**src/fault_pkg.sv**
```systemverilog
// Constants shared by the sensor fault response logic
package fault_pkg;
	// Register bus geometry
	localparam int ADDR_W = 4;
	localparam int DATA_W = 32;
	localparam logic [ADDR_W-1:0] OFS_STATUS = 4'h0;
	localparam logic [ADDR_W-1:0] OFS_IRQ_STAT = 4'h4;
	localparam logic [ADDR_W-1:0] OFS_IRQ_MASK = 4'h8;
	localparam logic [ADDR_W-1:0] OFS_FLAGS = 4'hC;
	// Status register fields
	localparam int ST_RESET_CLASS = 0;
	localparam int ST_REG_UV = 1;
	localparam int ST_RESERVE_LOW = 2;
	localparam int ST_RESERVE_LONG = 3;
	localparam int ST_CAPTEST = 4;
	localparam int ST_TIMEOUT = 5;
	localparam int ST_OTP_FAULT = 6;
	localparam int ST_SELFTEST_REQ = 7;
	localparam int ST_LOCKOUT = 8;
	localparam int ST_W = 9;
	// Interrupt event fields
	localparam int EV_RESET = 0;
	localparam int EV_DIP = 1;
	localparam int EV_OTP = 2;
	localparam int EV_LOCKOUT = 3;
	localparam int EV_W = 4;
	localparam logic [EV_W-1:0] IRQ_MASK_RST = 4'h0;
	// Reply flag positions in the flags register and in replies
	localparam int FL_ERR = 1;
	localparam int FL_SELFTEST = 5;
	localparam int FL_RESERVE = 6;
	// Timing defaults in mclk cycles (50 MHz)
	localparam int CNT_W = 24;
	localparam int RESERVE_RESET_CYC = 2500;
	localparam int FRAME_TIMEOUT_CYC = 3000;
	localparam int CAPTEST_RETRY_CYC = 4000;
	localparam int SWITCH_OPEN_CYC = 4;
	localparam int RESET_PULSE_CYC = 16;
	localparam int SYNC_STAGES = 3;
	// Selection of what an acceleration reply carries
	typedef enum logic [1:0] {
		RESP_NORMAL,
		RESP_ZERO,
		RESP_SELFTEST
	} resp_sel_t;
	// Fault response modes in priority order
	typedef enum logic [2:0] {
		MODE_RESET,
		MODE_DIP,
		MODE_OTP,
		MODE_SELFTEST,
		MODE_NORMAL
	} fault_mode_t;
endpackage : fault_pkg

```
**src/interval_timer.sv**
```systemverilog
// Repeating interval timer, one-cycle tick per elapsed period
`timescale 1ns/1ps
module interval_timer #(
	parameter int CNT_W = 24,
	parameter int PERIOD = 1000
) (
	// Clock and reset
	input wire logic mclk,
	input wire logic resetn,
	// Run level and period tick
	input wire logic run,
	output logic tick
);
	localparam logic [CNT_W-1:0] LAST = CNT_W'(PERIOD - 1);
	logic [CNT_W-1:0] cnt_r;
	logic [CNT_W-1:0] cnt_nxt;
	wire at_last = (cnt_r == LAST);

	assign cnt_nxt = (!run || at_last) ? '0 : cnt_r + 1'b1;

	always_ff @(posedge mclk or negedge resetn) begin
		if (!resetn) begin
			cnt_r <= '0;
			tick <= 1'b0;
		end else begin
			cnt_r <= cnt_nxt;
			tick <= run && at_last;
		end
	end
endmodule : interval_timer

```
**src/pin_sync.sv**
```systemverilog
// Three-stage pin synchroniser with agreement filter
`timescale 1ns/1ps
module pin_sync #(
	parameter logic RST_VAL = 1'b0
) (
	// Clock and reset
	input wire logic mclk,
	input wire logic resetn,
	// Pin and result
	input wire logic pin,
	output logic level
);
	logic s1_r;
	logic s2_r;
	logic s3_r;

	// Change accepted only when stages two and three agree
	always_ff @(posedge mclk or negedge resetn) begin
		if (!resetn) begin
			s1_r <= RST_VAL;
			s2_r <= RST_VAL;
			s3_r <= RST_VAL;
			level <= RST_VAL;
		end else begin
			s1_r <= pin;
			s2_r <= s1_r;
			s3_r <= s2_r;
			if (s2_r == s3_r) begin
				level <= s3_r;
			end
		end
	end
endmodule : pin_sync

```
**src/sensor_fault_response.sv**
```systemverilog
// Fault and self-test exception handling of the satellite sensor
//
// Contract
// RULE1 - Regulator under-voltage holds device in reset
// RULE2 - Reset faults silence bus, open switch
// RULE3 - Master re-initialises after reset-class fault
// RULE4 - Short reserve dip, test off: 0/0/1
// RULE5 - Short reserve dip, test on: 0/1/1
// RULE6 - Long reserve low resets every period
// RULE7 - Capacitor test failure resets every retry
// RULE8 - Frame timeout resets every timeout period
// RULE9 - Factory OTP fault: error, short zero
// RULE10 - User OTP fault: error, short zero
// RULE11 - Self-test on: drive circuitry, 1/1/0
// RULE12 - Two disables enter self-test lockout
// RULE13 - Lockout: enable answered, test stays off
// RULE14 - Clear command or reset leaves lockout
// RULE15 - Error flag is reply bit one
// RULE16 - Reserve-low flag follows reserve pin comparator
// RULE17 - Fault times are cycle-count parameters
`timescale 1ns/1ps
module sensor_fault_response
	import fault_pkg::*;
#(
	parameter int RESERVE_RESET_CYCLES = fault_pkg::RESERVE_RESET_CYC, // RULE17
	parameter int FRAME_TIMEOUT_CYCLES = fault_pkg::FRAME_TIMEOUT_CYC, // RULE17
	parameter int CAPTEST_RETRY_CYCLES = fault_pkg::CAPTEST_RETRY_CYC, // RULE17
	parameter int SWITCH_OPEN_CYCLES = fault_pkg::SWITCH_OPEN_CYC, // RULE17
	parameter int RESET_PULSE_CYCLES = fault_pkg::RESET_PULSE_CYC
) (
	// Clock and reset
	input wire logic mclk,
	input wire logic resetn,
	// Analog comparator pins
	input wire logic core_regulator_low,
	input wire logic analog_regulator_low,
	input wire logic reserve_cap_pin_low,
	input wire logic captest_fail_pin,
	input wire logic bus_input_pin_low,
	// OTP integrity from the fuse checker
	input wire logic factory_crc_fail,
	input wire logic factory_lock,
	input wire logic user_mismatch,
	input wire logic user_lock,
	// Decoded bus commands, one-cycle pulses
	input wire logic cmd_enable_st,
	input wire logic cmd_disable_st,
	input wire logic cmd_clear,
	input wire logic cmd_other,
	// Register port
	input wire logic [fault_pkg::ADDR_W-1:0] reg_addr,
	input wire logic [fault_pkg::DATA_W-1:0] reg_wdata,
	input wire logic reg_wr,
	input wire logic reg_rd,
	output logic [fault_pkg::DATA_W-1:0] reg_rdata,
	// Device reset and bus control
	output logic device_reset,
	output logic bus_silent,
	output logic bus_switch_open,
	// Reply flags and reply selection
	output logic internal_error_flag,
	output logic selftest_active_flag,
	output logic reserve_low_flag,
	output fault_pkg::resp_sel_t short_resp_sel,
	output fault_pkg::resp_sel_t long_resp_sel,
	output logic selftest_drive,
	// Interrupt
	output logic irq
);
	import fault_pkg::*;

	localparam logic [CNT_W-1:0] PULSE_LAST = CNT_W'(RESET_PULSE_CYCLES - 1);
	localparam logic [CNT_W-1:0] OPEN_LAST = CNT_W'(SWITCH_OPEN_CYCLES - 1);

	// Synchronised comparator levels
	logic core_low_s;
	logic analog_low_s;
	logic reserve_low_s;
	logic captest_s;
	logic bus_low_s;

	pin_sync #(.RST_VAL(1'b1)) u_sync_core (
		.mclk(mclk),
		.resetn(resetn),
		.pin(core_regulator_low),
		.level(core_low_s)
	);
	pin_sync #(.RST_VAL(1'b1)) u_sync_analog (
		.mclk(mclk),
		.resetn(resetn),
		.pin(analog_regulator_low),
		.level(analog_low_s)
	);
	pin_sync #(.RST_VAL(1'b0)) u_sync_reserve (
		.mclk(mclk),
		.resetn(resetn),
		.pin(reserve_cap_pin_low),
		.level(reserve_low_s)
	);
	pin_sync #(.RST_VAL(1'b0)) u_sync_captest (
		.mclk(mclk),
		.resetn(resetn),
		.pin(captest_fail_pin),
		.level(captest_s)
	);
	pin_sync #(.RST_VAL(1'b0)) u_sync_bus (
		.mclk(mclk),
		.resetn(resetn),
		.pin(bus_input_pin_low),
		.level(bus_low_s)
	);

	// Regulator under-voltage; takes over every other fault
	wire reg_uv = core_low_s || analog_low_s;

	// Period timers
	logic reserve_tick;
	logic captest_tick;
	logic timeout_tick;

	interval_timer #(.CNT_W(CNT_W), .PERIOD(RESERVE_RESET_CYCLES)) u_reserve_timer (
		.mclk(mclk),
		.resetn(resetn),
		.run(reserve_low_s && !reg_uv),
		.tick(reserve_tick)
	);
	interval_timer #(.CNT_W(CNT_W), .PERIOD(CAPTEST_RETRY_CYCLES)) u_captest_timer (
		.mclk(mclk),
		.resetn(resetn),
		.run(captest_s && !reg_uv),
		.tick(captest_tick)
	);
	interval_timer #(.CNT_W(CNT_W), .PERIOD(FRAME_TIMEOUT_CYCLES)) u_timeout_timer (
		.mclk(mclk),
		.resetn(resetn),
		.run(bus_low_s && !reg_uv),
		.tick(timeout_tick)
	);

	// Fault state latches
	logic reserve_long_r;
	logic reserve_long_nxt;
	logic timeout_r;
	logic timeout_nxt;
	logic captest_prev_r;
	logic [CNT_W-1:0] pulse_cnt_r;
	logic [CNT_W-1:0] pulse_cnt_nxt;
	logic pulse_act_r;
	logic pulse_act_nxt;

	wire captest_rise = captest_s && !captest_prev_r;
	// Reset is repeated on every elapsed period while the fault stands
	wire reset_fire = !reg_uv && (reserve_tick || timeout_tick || captest_rise || captest_tick); // RULE6 RULE7 RULE8

	assign reserve_long_nxt = reserve_low_s && !reg_uv && (reserve_long_r || reserve_tick); // RULE6
	assign timeout_nxt = bus_low_s && !reg_uv && (timeout_r || timeout_tick); // RULE8

	assign pulse_cnt_nxt = reset_fire ? '0 : (pulse_act_r ? pulse_cnt_r + 1'b1 : pulse_cnt_r);
	assign pulse_act_nxt = reset_fire || (pulse_act_r && (pulse_cnt_r != PULSE_LAST));

	always_ff @(posedge mclk or negedge resetn) begin
		if (!resetn) begin
			reserve_long_r <= 1'b0;
			timeout_r <= 1'b0;
			captest_prev_r <= 1'b0;
			pulse_cnt_r <= '0;
			pulse_act_r <= 1'b0;
		end else begin
			reserve_long_r <= reserve_long_nxt;
			timeout_r <= timeout_nxt;
			captest_prev_r <= captest_s;
			pulse_cnt_r <= pulse_cnt_nxt;
			pulse_act_r <= pulse_act_nxt;
		end
	end

	// Reset-class exceptions
	wire reset_class = reg_uv || reserve_long_r || captest_s || timeout_r || pulse_act_r; // RULE2
	wire reset_now = reg_uv || pulse_act_r; // RULE1

	// Switch opens within the switch-open count of the fault
	logic [CNT_W-1:0] open_cnt_r;
	logic [CNT_W-1:0] open_cnt_nxt;
	wire open_due = reset_class && (open_cnt_r == OPEN_LAST);

	assign open_cnt_nxt = !reset_class ? '0 : (open_due ? open_cnt_r : open_cnt_r + 1'b1);

	always_ff @(posedge mclk or negedge resetn) begin
		if (!resetn) begin
			open_cnt_r <= '0;
		end else begin
			open_cnt_r <= open_cnt_nxt;
		end
	end

	// Self-test request and lockout
	logic st_req_r;
	logic st_req_nxt;
	logic lockout_r;
	logic lockout_nxt;
	logic last_disable_r;
	logic last_disable_nxt;

	wire other_cmd = cmd_enable_st || cmd_clear || cmd_other;
	wire lock_enter = cmd_disable_st && last_disable_r && !reset_class; // RULE12
	wire lock_leave = cmd_clear || reset_class || reserve_low_s; // RULE14

	assign last_disable_nxt = !reset_class && (cmd_disable_st || (last_disable_r && !other_cmd));
	assign lockout_nxt = !lock_leave && (lockout_r || lock_enter);
	// Enable in lockout is answered normally but grants nothing
	assign st_req_nxt = !reset_class && !cmd_clear && !cmd_disable_st &&
		(st_req_r || (cmd_enable_st && !lockout_r)); // RULE13

	always_ff @(posedge mclk or negedge resetn) begin
		if (!resetn) begin
			st_req_r <= 1'b0;
			lockout_r <= 1'b0;
			last_disable_r <= 1'b0;
		end else begin
			st_req_r <= st_req_nxt;
			lockout_r <= lockout_nxt;
			last_disable_r <= last_disable_nxt;
		end
	end

	// Response mode selection, highest priority first
	wire otp_fault = (factory_crc_fail && factory_lock) || (user_mismatch && user_lock); // RULE9 RULE10
	wire st_on = st_req_r && !lockout_r;
	fault_mode_t mode;

	assign mode = reset_class ? MODE_RESET :
		reserve_low_s ? MODE_DIP :
		otp_fault ? MODE_OTP :
		st_on ? MODE_SELFTEST : MODE_NORMAL;

	logic err_nxt;
	logic st_nxt;
	logic u_nxt;
	resp_sel_t short_nxt;
	resp_sel_t long_nxt;

	always_comb begin
		err_nxt = 1'b0;
		st_nxt = 1'b0;
		u_nxt = 1'b0;
		short_nxt = RESP_NORMAL;
		long_nxt = RESP_NORMAL;
		unique case (mode)
			MODE_RESET: begin
				err_nxt = 1'b1;
				st_nxt = 1'b1;
				short_nxt = RESP_ZERO;
				long_nxt = RESP_ZERO;
			end
			MODE_DIP: begin
				u_nxt = 1'b1; // RULE16
				st_nxt = st_on; // RULE5
				short_nxt = st_on ? RESP_SELFTEST : RESP_ZERO; // RULE4 RULE5
				long_nxt = st_on ? RESP_SELFTEST : RESP_NORMAL; // RULE4 RULE5
			end
			MODE_OTP: begin
				err_nxt = 1'b1; // RULE9 RULE10
				st_nxt = st_on;
				short_nxt = RESP_ZERO; // RULE9 RULE10
				long_nxt = st_on ? RESP_SELFTEST : RESP_NORMAL; // RULE9 RULE10
			end
			MODE_SELFTEST: begin
				err_nxt = 1'b1; // RULE11
				st_nxt = 1'b1; // RULE11
				short_nxt = RESP_SELFTEST; // RULE11
				long_nxt = RESP_SELFTEST; // RULE11
			end
			MODE_NORMAL: begin
				err_nxt = 1'b0; // RULE12 RULE15
			end
		endcase
	end

	// Registered outputs
	always_ff @(posedge mclk or negedge resetn) begin
		if (!resetn) begin
			device_reset <= 1'b1;
			bus_silent <= 1'b1;
			bus_switch_open <= 1'b1;
			internal_error_flag <= 1'b1;
			selftest_active_flag <= 1'b1;
			reserve_low_flag <= 1'b0;
			short_resp_sel <= RESP_ZERO;
			long_resp_sel <= RESP_ZERO;
			selftest_drive <= 1'b0;
		end else begin
			device_reset <= reset_now; // RULE1 RULE6 RULE7 RULE8
			bus_silent <= reset_class; // RULE2
			bus_switch_open <= open_due || (bus_switch_open && reset_class); // RULE2
			internal_error_flag <= err_nxt; // RULE15
			selftest_active_flag <= st_nxt;
			reserve_low_flag <= u_nxt;
			short_resp_sel <= short_nxt;
			long_resp_sel <= long_nxt;
			selftest_drive <= st_on && !reset_class; // RULE11 RULE12
		end
	end

	// Interrupt events
	logic reset_prev_r;
	logic otp_prev_r;
	logic dip_prev_r;
	logic [EV_W-1:0] events;

	always_ff @(posedge mclk or negedge resetn) begin
		if (!resetn) begin
			// Reset class stands after reset, so no false entry event
			reset_prev_r <= 1'b1;
			otp_prev_r <= 1'b0;
			dip_prev_r <= 1'b0;
		end else begin
			reset_prev_r <= reset_class;
			otp_prev_r <= otp_fault;
			dip_prev_r <= reserve_low_s;
		end
	end

	assign events[EV_RESET] = reset_class && !reset_prev_r;
	assign events[EV_DIP] = reserve_low_s && !dip_prev_r;
	assign events[EV_OTP] = otp_fault && !otp_prev_r;
	assign events[EV_LOCKOUT] = lock_enter;

	// Register port decode
	wire sel_status = (reg_addr == OFS_STATUS);
	wire sel_irq_stat = (reg_addr == OFS_IRQ_STAT);
	wire sel_irq_mask = (reg_addr == OFS_IRQ_MASK);
	wire sel_flags = (reg_addr == OFS_FLAGS);
	wire wr_irq_stat = reg_wr && sel_irq_stat;
	wire wr_irq_mask = reg_wr && sel_irq_mask;

	logic [EV_W-1:0] irq_stat_r;
	logic [EV_W-1:0] irq_stat_nxt;
	logic [EV_W-1:0] irq_mask_r;
	logic [EV_W-1:0] irq_mask_nxt;

	// New event wins over a write-one clear in the same cycle
	assign irq_stat_nxt = (irq_stat_r & ~(wr_irq_stat ? reg_wdata[EV_W-1:0] : '0)) | events;
	assign irq_mask_nxt = wr_irq_mask ? reg_wdata[EV_W-1:0] : irq_mask_r;

	wire [ST_W-1:0] status_word = {
		lockout_r, st_req_r, otp_fault, timeout_r, captest_s,
		reserve_long_r, reserve_low_s, reg_uv, reset_class
	};

	logic [DATA_W-1:0] flags_word;

	always_comb begin
		flags_word = '0;
		flags_word[FL_ERR] = internal_error_flag;
		flags_word[FL_SELFTEST] = selftest_active_flag;
		flags_word[FL_RESERVE] = reserve_low_flag;
	end

	wire [DATA_W-1:0] rd_mux =
		sel_status ? DATA_W'(status_word) :
		sel_irq_stat ? DATA_W'(irq_stat_r) :
		sel_irq_mask ? DATA_W'(irq_mask_r) :
		sel_flags ? flags_word : '0;

	always_ff @(posedge mclk or negedge resetn) begin
		if (!resetn) begin
			irq_stat_r <= '0;
			irq_mask_r <= IRQ_MASK_RST;
			irq <= 1'b0;
			reg_rdata <= '0;
		end else begin
			irq_stat_r <= irq_stat_nxt;
			irq_mask_r <= irq_mask_nxt;
			irq <= |(irq_stat_nxt & irq_mask_nxt);
			reg_rdata <= reg_rd ? rd_mux : '0;
		end
	end
endmodule : sensor_fault_response

```
**config.mk**
```make
export PLATFORM = sky130hd
export DESIGN_NAME = sensor_fault_response
export DESIGN_NICKNAME = d
export VERILOG_FILES = /design/src/fault_pkg.sv /design/src/interval_timer.sv /design/src/pin_sync.sv /design/src/sensor_fault_response.sv
export SDC_FILE = /design/constraint.sdc
export NUM_CORES = 1
export LEC_CHECK = 0
export BUFFER_PORTS_ARGS = -buffer_cell sky130_fd_sc_hd__buf_2
export CORE_UTILIZATION = 59
export CTS_CLUSTER_DIAMETER = 60
export CTS_CLUSTER_SIZE = 14
export DETAILED_ROUTE_END_ITERATION = 10
export GPL_TIMING_DRIVEN = 0
export PLACE_DENSITY = 0.85
export SYNTH_ARGS = -nofsm -noshare
export SYNTH_HDL_FRONTEND = slang
export SYNTH_SLANG_ARGS = --single-unit
```
**constraint.sdc**
```tcl
create_clock -name mclk -period 2.83 [get_ports mclk]
set_input_delay 0.283 -clock mclk [delete_from_list [all_inputs] [get_ports mclk]]
set_output_delay 0.283 -clock mclk [all_outputs]
set_load 0.05 [all_outputs]
```
; Word level (Yosys, flattened, before mapping)
; Cells that the tools add are included.
[totals]
ff_bits = 181
inputBits = 53
out_inout_bits = 44
word_cells = 178
[classes]
addsub = 5
n_eq_ne = 17
mux = 25
bitwise_logic = 4
reduce_logical = 77
[op_table]
columns = cell, count
row1 = 2-to-1 mux 24 bit, 7
row2 = adder 24 x 1 -> 24 bit (second input constant), 5
row3 = == test 24 x 12 -> 1 bit (second input constant), 3
row4 = logical AND 1 bit, 31
row5 = == test 24 x 2 -> 1 bit (second input constant), 1
row6 = logical OR 1 bit, 24
row7 = != test 24 x 4 -> 1 bit (second input constant), 1
row8 = 2-to-1 mux 7 bit, 3
row9 = 2-to-1 mux 9 bit, 2
row10 = zero test 1 bit, 14
row11 = 2-to-1 mux 3 bit, 4
row12 = case mux 2 bit (3 select lines), 2
row13 = AND 4 bit, 2
row14 = == test 4 bit (second input constant), 2
row15 = 2-to-1 mux 4 bit, 2
row16 = == test 3 x 2 -> 1 bit (second input constant), 2
row17 = OR reduction 2 bit, 3
row18 = == test 1 bit, 5
row19 = == test 4 x 3 -> 1 bit (second input constant), 1
row20 = zero test 4 bit, 1
row21 = 2-to-1 mux 2 bit, 2
row22 = NOT 4 bit, 1
row23 = bitwise OR 4 bit, 1
row24 = OR reduction 4 bit, 1
row25 = other kinds (7), 8

; Longest topological paths before layout
; Gate-level depths: netlist (run 1).
[depth]
ltp_word = 10
mapped_depth = 6
depth_no_buf = 5

; Cells and area by module
; From an unflattened synthesis (run 1), not the netlist that was laid out.
[unflattened]
hier_cells = 875
hier_area_um2 = 8780.9
[by_module_without_submodules]
columns = mod, instances, cells_per_inst, area_each_um2, seq_area_each_um2
row1 = sensor_fault_response, 1, 458, 4398.0, 2160.8
row2 = interval_timer (u_timeout_timer), 1, 129, 1288.7, 625.6
row3 = interval_timer (u_reserve_timer), 1, 133, 1278.7, 625.6
row4 = interval_timer (u_captest_timer), 1, 130, 1248.7, 625.6
row5 = pin_sync (u_sync_bus ...), 3, 5, 111.4, 100.1
row6 = pin_sync (u_sync_analog ...), 2, 5, 116.4, 105.1

; Worst setup path before layout (run 1)
; No wires, ideal clock.
[synth_timing]
path_type = register -> register
start = register u_captest_timer.cnt_r[0]
end = register u_captest_timer.cnt_r[18]
setup_ns = 0.079
t_arrival_ns = 1.894
required_ns = 2.751
setup_slack_ns = 0.857
path_stages_with_launch = 7
path_buffers = 1
period_less_slack_ns = 1.973
path_cell_list = dfrtp_1 ha_1 nand4_2 or4_1 clkbuf_1 or3_1 a21oi_1
[synth_via]
elab_chain_len = 3
word_cells_on_any_way = 4
cone_classes = 1 x add/sub / 1 x eq/ne / 1 x mux / 1 x reduce/logical
[synth_rtl]
columns = item, line_no
row1 = "start, declared", interval_timer.sv:15  ; logic [CNT_W-1:0] cnt_r;
row2 = "start signal, assigned", interval_timer.sv:26  ; cnt_r <= cnt_nxt;
row3 = "parallel branches: the longest is 2 deep, another holds adder 24 x 1 -> 24 bit", -
row4 = 2-to-1 mux 24 bit (*), interval_timer.sv:19  ; assign cnt_nxt = (!run || at_last) ? '0 : cnt_r + 1'b1;
row5 = via u_captest_timer.cnt_nxt[18], interval_timer.sv:16  ; logic [CNT_W-1:0] cnt_nxt;
; Mark *: on every way through the listed nets, which the timed path passes.
; A chain may end at the register's enable or synchronous reset.

; Worst setup path after layout (run 1)
[layout_timing]
start = register pulse_act_r
end = register internal_error_flag
[layout_via]
elab_chain_len = 5
word_cells_on_any_way = 7
cone_classes = 2 x eq/ne / 2 x mux / 3 x reduce/logical
[layout_rtl]
columns = item, line_no
row1 = "start, declared", sensor_fault_response.sv:148  ; logic pulse_act_r;
row2 = "start signal, assigned", sensor_fault_response.sv:173  ; pulse_act_r <= pulse_act_nxt;
row3 = logical OR 1 bit (*), sensor_fault_response.sv:178  ; wire reset_class = reg_uv || reserve_long_r || captest_s || timeout_r || pulse_act_r;
row4 = 2-to-1 mux 3 bit (*), sensor_fault_response.sv:231  ; assign mode = reset_class ? MODE_RESET :
row5 = == test 3 x 2 -> 1 bit or zero test 3 bit (tied branches), sensor_fault_response.sv:248  ; unique case (mode)
row6 = OR reduction 3 bit (no source line) (*), -
row7 = 2-to-1 mux 1 bit (*), sensor_fault_response.sv:248
row8 = via err_nxt, sensor_fault_response.sv:236  ; logic err_nxt;
row9 = "end signal, assigned", sensor_fault_response.sv:295  ; internal_error_flag <= err_nxt;
row10 = "end, declared", sensor_fault_response.sv:61  ; output logic internal_error_flag,
; The timed path passes the listed nets; every way through them passes the cells marked *.

==> results of run 1 <==
[synth_stat cells, types with 4 or more instances]
master	n	area [sq um]
a21boi_0	4	30.0
xor2_1	18	158
and2_1	10	62.6
o22ai_1	4	25.0
or2_2	6	37.5
nand2_1	51	191
buf_4	23	173
maj3_1	5	50.1
nor2b_1	5	31.3
o31ai_1	27	203
and3_1	20	125
nor2_1	93	349
nor3_1	23	115
nand3_1	37	185
nand4_1	31	194
or4_1	35	263
dfstp_2	15	394
a21oi_1	60	300
ha_1	5	62.6
nor4b_1	7	61.3
clkbuf_1	26	97.6
inv_1	29	109
o21ai_0	27	135
xnor2_1	43	377
or3_1	23	144
nor4_1	30	188
dfrtp_1	166	4150
and4_1	8	70.1
[cells by family (layout without fill, tap and decap cells)]
group,Yosys count,in the layout,share of synthesized area
flip-flops,181,181,0.528
adder cells (fa/ha/maj),10,10,0.0131
other,1,23,0.000436
multiplexers,4,4,0.00610
AO/OA/AOI/OAI,136,136,0.0945
AND/OR/NAND/NOR,391,391,0.248
XOR/XNOR,61,61,0.0621
buffers and inverters,84,167,0.0472
[cell type report]
cell class,count,share of cell area
flip-flops and latches,181,0.460
inverters,30,0.0114
clock buffers,24,0.0508
multi-input cells,625,0.378
repair buffers,51,0.0322
clock inverters,8,0.0147
plain buffers,54,0.0298
well taps,180,0.0228
[registers in the layout (all words and copies together), names as in the netlist, 2 cells and up]
register	flops
open_cnt_r	24
pulse_cnt_r	24
u_captest_timer.cnt_r	24
u_reserve_timer.cnt_r	24
u_timeout_timer.cnt_r	24
reg_rdata	9
irq_mask_r	4
irq_stat_r	4
long_resp_sel	2
short_resp_sel	2
[stage by stage]
stage / hold WS [ns] / TNS [ns] / total power, mW
2_1_floorplan: -0.0126 / 0 / 3.50
3_5_place_dp: 0.291 / 0 / 3.73
5_1_grt: 0.0439 / 0 / 6.50
3_3_place_gp: 0.332 / -206.90 / 3.69
6_report: 0.0607 / 0 / 6.25
4_1_cts: 0.0530 / 0 / 6.27
[path summary, 6_finish.rpt]
path                                     start  slack [ns]                        to  depth (start not counted)
hold reg to reg            u_sync_captest.s1_r        0.35       u_sync_captest.s2_r                          0
hold / removal                  cmd_disable_st        0.06                  st_req_r                          2
setup / recovery                   pulse_act_r        0.47       internal_error_flag                          6
max in group asynchronous               resetn        1.54         short_resp_sel[0]                          3
setup reg to reg                   pulse_act_r        0.47       internal_error_flag                          6
min in group asynchronous               resetn        0.40  u_timeout_timer.cnt_r[5]                          2
[critical path: cells and delay by family (launching register included)]
family	cells	cell delay (ns)
compound gates	1	0.18
buf+inv	3	0.96
flops	1	0.36
simple gates	2	0.77
[power groups by stage]
stage | combinational [mW] | clock, mW | sequential, mW
finish | 0.789 | 2.53 | 2.92
global route | 0.875 | 2.69 | 2.94
CTS | 0.790 | 2.56 | 2.92
detailed placement | 0.773 | 0 | 2.96
global placement | 0.743 | 0 | 2.95
floorplan | 0.496 | 0 | 3.00
[per-layer routing]
metal  share of wire  wire length (microns)  track usage  vias to the layer above
li1                -                      -            -                     3285
met4           0.022                    385       0.0907                        0
met3           0.046                    807       0.0516                       40
met2            0.48                   8540        0.403                      239
met5               0                      0            0                        -
met1            0.45                   7990        0.339                     3296
==> flow_summary.toml, run 1 <==
[run_status]
status = "completed"

[cells_and_area]
drive_gt1_frac = 0.134
final_util = 0.704
layout.nets = 1018
layout_commonest_cell = "dfrtp_1"
fill_cells = 981
diodes = 0
multi_input_area_sq_um = 3740
final_cell_mix = "dfrtp_1, nor2_1, a21oi_1, nand2_1, buf_2"
stdcell_area_sq_um = 9880
syn_to_final_growth_pct = 14.8
stdcell_count = 1153
seq_area_sq_um = 4550

[cts]
cts_buffer_depth = 2
cts.repair.resized = 0
clk_pin_slew_ns = 0.07
cts_made_buffers = 17
clockRootBuffer = "clkbuf_16"
h-tree-depth = 4
insertion_delay_ns = 0.43
cts_setup_buffers = 0
cts_sinks = 181
postCtsHoldBufs = 6
cts_tree = "built"

[die]
die_h_microns = 123
dieArea_sq_um = 15100
initial_core_util = 0.613
rows = 43
core-area_sq_um = 14000
chipWidth_microns = 123
num_io_pins = 97

[route]
wirelength_microns = 17700
remaining_drc_errors = 0
via_per_inst = 5.95
drt_iter0_drc = 582
postRouteAntennaNets = 0
vias = 6860
wire_per_inst_microns = 15.4
drt-pass1-iter-count = 5

[grt]
grt_max_degree = 104
grt_overflow = 0
grt_first_pass_wirelength_microns = 29700
grt_antenna_before_repair = 0
track_usage = 0.252
grt_pass1_vias = 6319

[sta]
setup_viol = 0
max_freq_ghz = 0.423
hold_viol = 0
setup_ws_ns = 0.469
layout_min_cycle_time_ns = 2.36
tightest_slew_ns = 0.709
period_share = 0.834
fin_skew_ns = 0.00885
slew_viol_final = 0
relSlewSlack = 0.524
rsz0062_at_grt = "false"

[synthesis]
netlist_instances = 868
netlist_area_sq_um = 8610
synth_flop_cell = "dfrtp_1"
ys_warn_count = 0
synth.distinct_cells = 52
synth_seq_cells = 181
postSynth.asyncResetShare = 1.00
avgSynthCellArea_sq_um = 9.92
synth_edf_count = 0
synth-seq-area-share = 0.528

[power]
pwr-share-comb = 0.126
seq_power_share = 0.468
swShare = 0.259
ir_drop_uv = 488
power_density_nw_per_um2 = 632
pwr-share-clk = 0.406
p_int_mw = 4.63
leakagePower_nw = 4.11
p_sw_mw = 1.62

[min_path]
hold_path.class = "input port to flip-flop"

[placed_design]
dp_slack_ns = 0.444
post-dp-hpwl_microns = 12000
place_area_sq_um = 9170
gp_congestion = 0.901
place_inst = 1115
port_buffers = 44

[critical_path]
startpoint_type = "flip-flop"
slowest_stage = "nor3_1"
worst_setup_path_end_kind = "flip-flop"
cp_common_cell = "clkbuf_1"
cpPeakStageDelay_ns = 0.54
worstPathRequired_ns = 3.16
worstPathMaxFanout = 10
path_cells = "buf_2, nor3_1, and2_1, clkbuf_1, clkbuf_1, o21ai_0"
crit_type = "flip-flop to flip-flop"
cp.arrival_ns = 2.70

[run]
maxCapViolCount = 0
(Power assumes the default switching activity.)
==> inputs of run 2 (changes only) <==
--- a/config.mk
+++ b/config.mk
@@ -6,12 +6,12 @@
 export NUM_CORES = 1
 export LEC_CHECK = 0
 export BUFFER_PORTS_ARGS = -buffer_cell sky130_fd_sc_hd__buf_2
-export CORE_UTILIZATION = 59
+export CORE_UTILIZATION = 53
 export CTS_CLUSTER_DIAMETER = 60
 export CTS_CLUSTER_SIZE = 14
 export DETAILED_ROUTE_END_ITERATION = 10
 export GPL_TIMING_DRIVEN = 0
-export PLACE_DENSITY = 0.85
+export PLACE_DENSITY = 0.81
 export SYNTH_ARGS = -nofsm -noshare
 export SYNTH_HDL_FRONTEND = slang
 export SYNTH_SLANG_ARGS = --single-unit
==> constraint.sdc (replaced) <==
create_clock -name mclk -period 1.9 [get_ports mclk]
set_input_delay 0.19 -clock mclk [delete_from_list [all_inputs] [get_ports mclk]]
set_output_delay 0.19 -clock mclk [all_outputs]
set_load 0.05 [all_outputs]
==> run 2 against run 1 <==
Non-clock buffer count is 46 higher. The flow now finishes with violations (negative setup slack). Highest routed layer unchanged. Critical endpoint is now u_captest_timer.cnt_r[23]. Register-to-register slack worse by 0.56 ns. First-iteration DRC count is 13% lower. Sequential share of layout area is 3.0 points lower. Global-route usage is 2.3 points lower. Utilization is 3.5 points lower. Combinational power is 76% higher. Hold slack worse by 0.011 ns. Setup slack worse by 0.56 ns. Count of clock-buffer cells in the layout is 3 lower. Final cell count is 7.1% higher.
==> flow_summary.toml, run 2 (synthesis gave the netlist of run 1 again) <==
[placed_design]
place_inst = 1151
post-dp-hpwl_microns = 11800
place_area_sq_um = 9250
gp_congestion = 0.895
port_buffers = 44
dp_slack_ns = -0.493

[sta]
setup_viol = 2
relSlewSlack = 0.504
period_share = 1.05
rsz0062_at_grt = "true"
setup_ws_ns = -0.0935
tightest_slew_ns = 0.739
layout_min_cycle_time_ns = 1.99
slew_viol_final = 0
fin_skew_ns = 0.00908
finalSetupTns_ns = -0.104
hold_viol = 0
max_freq_ghz = 0.502
whs_ns = 0.0500

[power]
pwr-share-comb = 0.147
leakagePower_nw = 4.43
ir_drop_uv = 700
p_sw_mw = 2.54
finalPower_mw = 9.48
seq_power_share = 0.461
power_density_nw_per_um2 = 892
swShare = 0.268
p_int_mw = 6.94
pwr-share-clk = 0.391

[route]
via_per_inst = 5.76
postRouteAntennaNets = 0
drt_iter0_drc = 508
remaining_drc_errors = 0
wirelength_microns = 19100
wire_per_inst_microns = 15.5
drt-pass1-iter-count = 4
vias = 7118

[cells_and_area]
diodes = 0
final_util = 0.669
multi_input_area_sq_um = 4000
final_cell_mix = "dfrtp_1, nor2_1, buf_4, a21oi_1, nand2_1"
layout_commonest_cell = "dfrtp_1"
stdcell_count = 1235
fill_cells = 1185
stdcell_area_sq_um = 10600
layout.nets = 1064
drive_gt1_frac = 0.251
seq_area_sq_um = 4570
syn_to_final_growth_pct = 23.4

[die]
chipWidth_microns = 129
die_h_microns = 129
rows = 46
num_io_pins = 97
initial_core_util = 0.542
core-area_sq_um = 15900
dieArea_sq_um = 16800

[grt]
grt_overflow = 0
grt_antenna_before_repair = 0
track_usage = 0.229
grt_first_pass_wirelength_microns = 30400
grt_max_degree = 104
grt_pass1_vias = 6427

[critical_path]
crit_type = "flip-flop to flip-flop"
worstPathMaxFanout = 8
worstPathRequired_ns = 2.25
worst_setup_path_end_kind = "flip-flop"
cp.arrival_ns = 2.34
startpoint_type = "flip-flop"

[cts]
cts_buffer_depth = 2
insertion_delay_ns = 0.43
h-tree-depth = 4
clockRootBuffer = "clkbuf_16"
clk_pin_slew_ns = 0.06
cts_sinks = 181
cts_made_buffers = 17
cts_tree = "built"

[run]
maxCapViolCount = 0

[min_path]
hold_path.class = "input port to flip-flop"

[run_status]
violations = "negative setup slack"
status = "complete, but fails checks"
==> run 2: changes by cell type in the layout (fill, tap and decap cells not counted), sizes merged <==
cell         previous run  this run
buf                    72       126
inv                    29        32
dlygate4sd3             6         8
clkbuf                 51        38
==> run 2: worst max-delay path, cell delays in order (launching register included) <==
cell and delay (ns):
dfrtp_1 0.40, nand4_1 0.19, or4_1 0.54, clkbuf_8 0.17
or4b_4 0.48, a21oi_2 0.14
==> run 2: cell type report <==
cell class                 count  area share
sequential                   181       0.430
multi-input combinational    625       0.376
timing repair buffer         103      0.0669
clock buffer                  21      0.0424
buffer                        48      0.0314
tap                          216      0.0254
clock inverter                11      0.0162
inverter                      30      0.0110
==> run 2: worst paths after layout <==
check / startpoint / endpoint / slack, ns / cells after the start
max: u_captest_timer.cnt_r[15] / u_captest_timer.cnt_r[23] / -0.09 / 5
min: reg_rd / reg_rdata[7] / 0.05 / 2
max reg2reg: u_captest_timer.cnt_r[15] / u_captest_timer.cnt_r[23] / -0.09 / 5
min reg2reg: u_sync_captest.s1_r / u_sync_captest.s2_r / 0.35 / 0
max in group asynchronous: resetn / u_captest_timer.cnt_r[2] / 0.67 / 3
min in group asynchronous: resetn / open_cnt_r[8] / 0.30 / 2
==> run 2: repair_timing <==
item                                    CTS  global route
hold buffers                              8             0
gates resized for setup                  51            61
endpoints found under the setup margin  109           110
buffers inserted                         29            20
endpoints found under the hold margin    77             0
pin swaps                                12            20
cloned                                    0             1
==> run 2: per-layer routing <==
metal	up-vias	track usage	routed length, microns
met5	-	0	0
met3	29	0.0504	1040
met4	0	0.0711	272
li1	3380	-	-
met1	3471	0.300	8320
met2	238	0.380	9510
==> run 2: power by group through the flow <==
| stage | Clock (mW) | Combinational (mW) | Sequential, mW |
|---|---|---|---|
| 2_1_floorplan | 0 | 0.739 | 4.47 |
| 3_3_place_gp | 0 | 1.11 | 4.39 |
| 3_5_place_dp | 0 | 1.16 | 4.40 |
| 4_1_cts | 3.77 | 1.23 | 4.34 |
| 5_1_grt | 3.92 | 1.55 | 4.40 |
| 6_report | 3.71 | 1.39 | 4.37 |
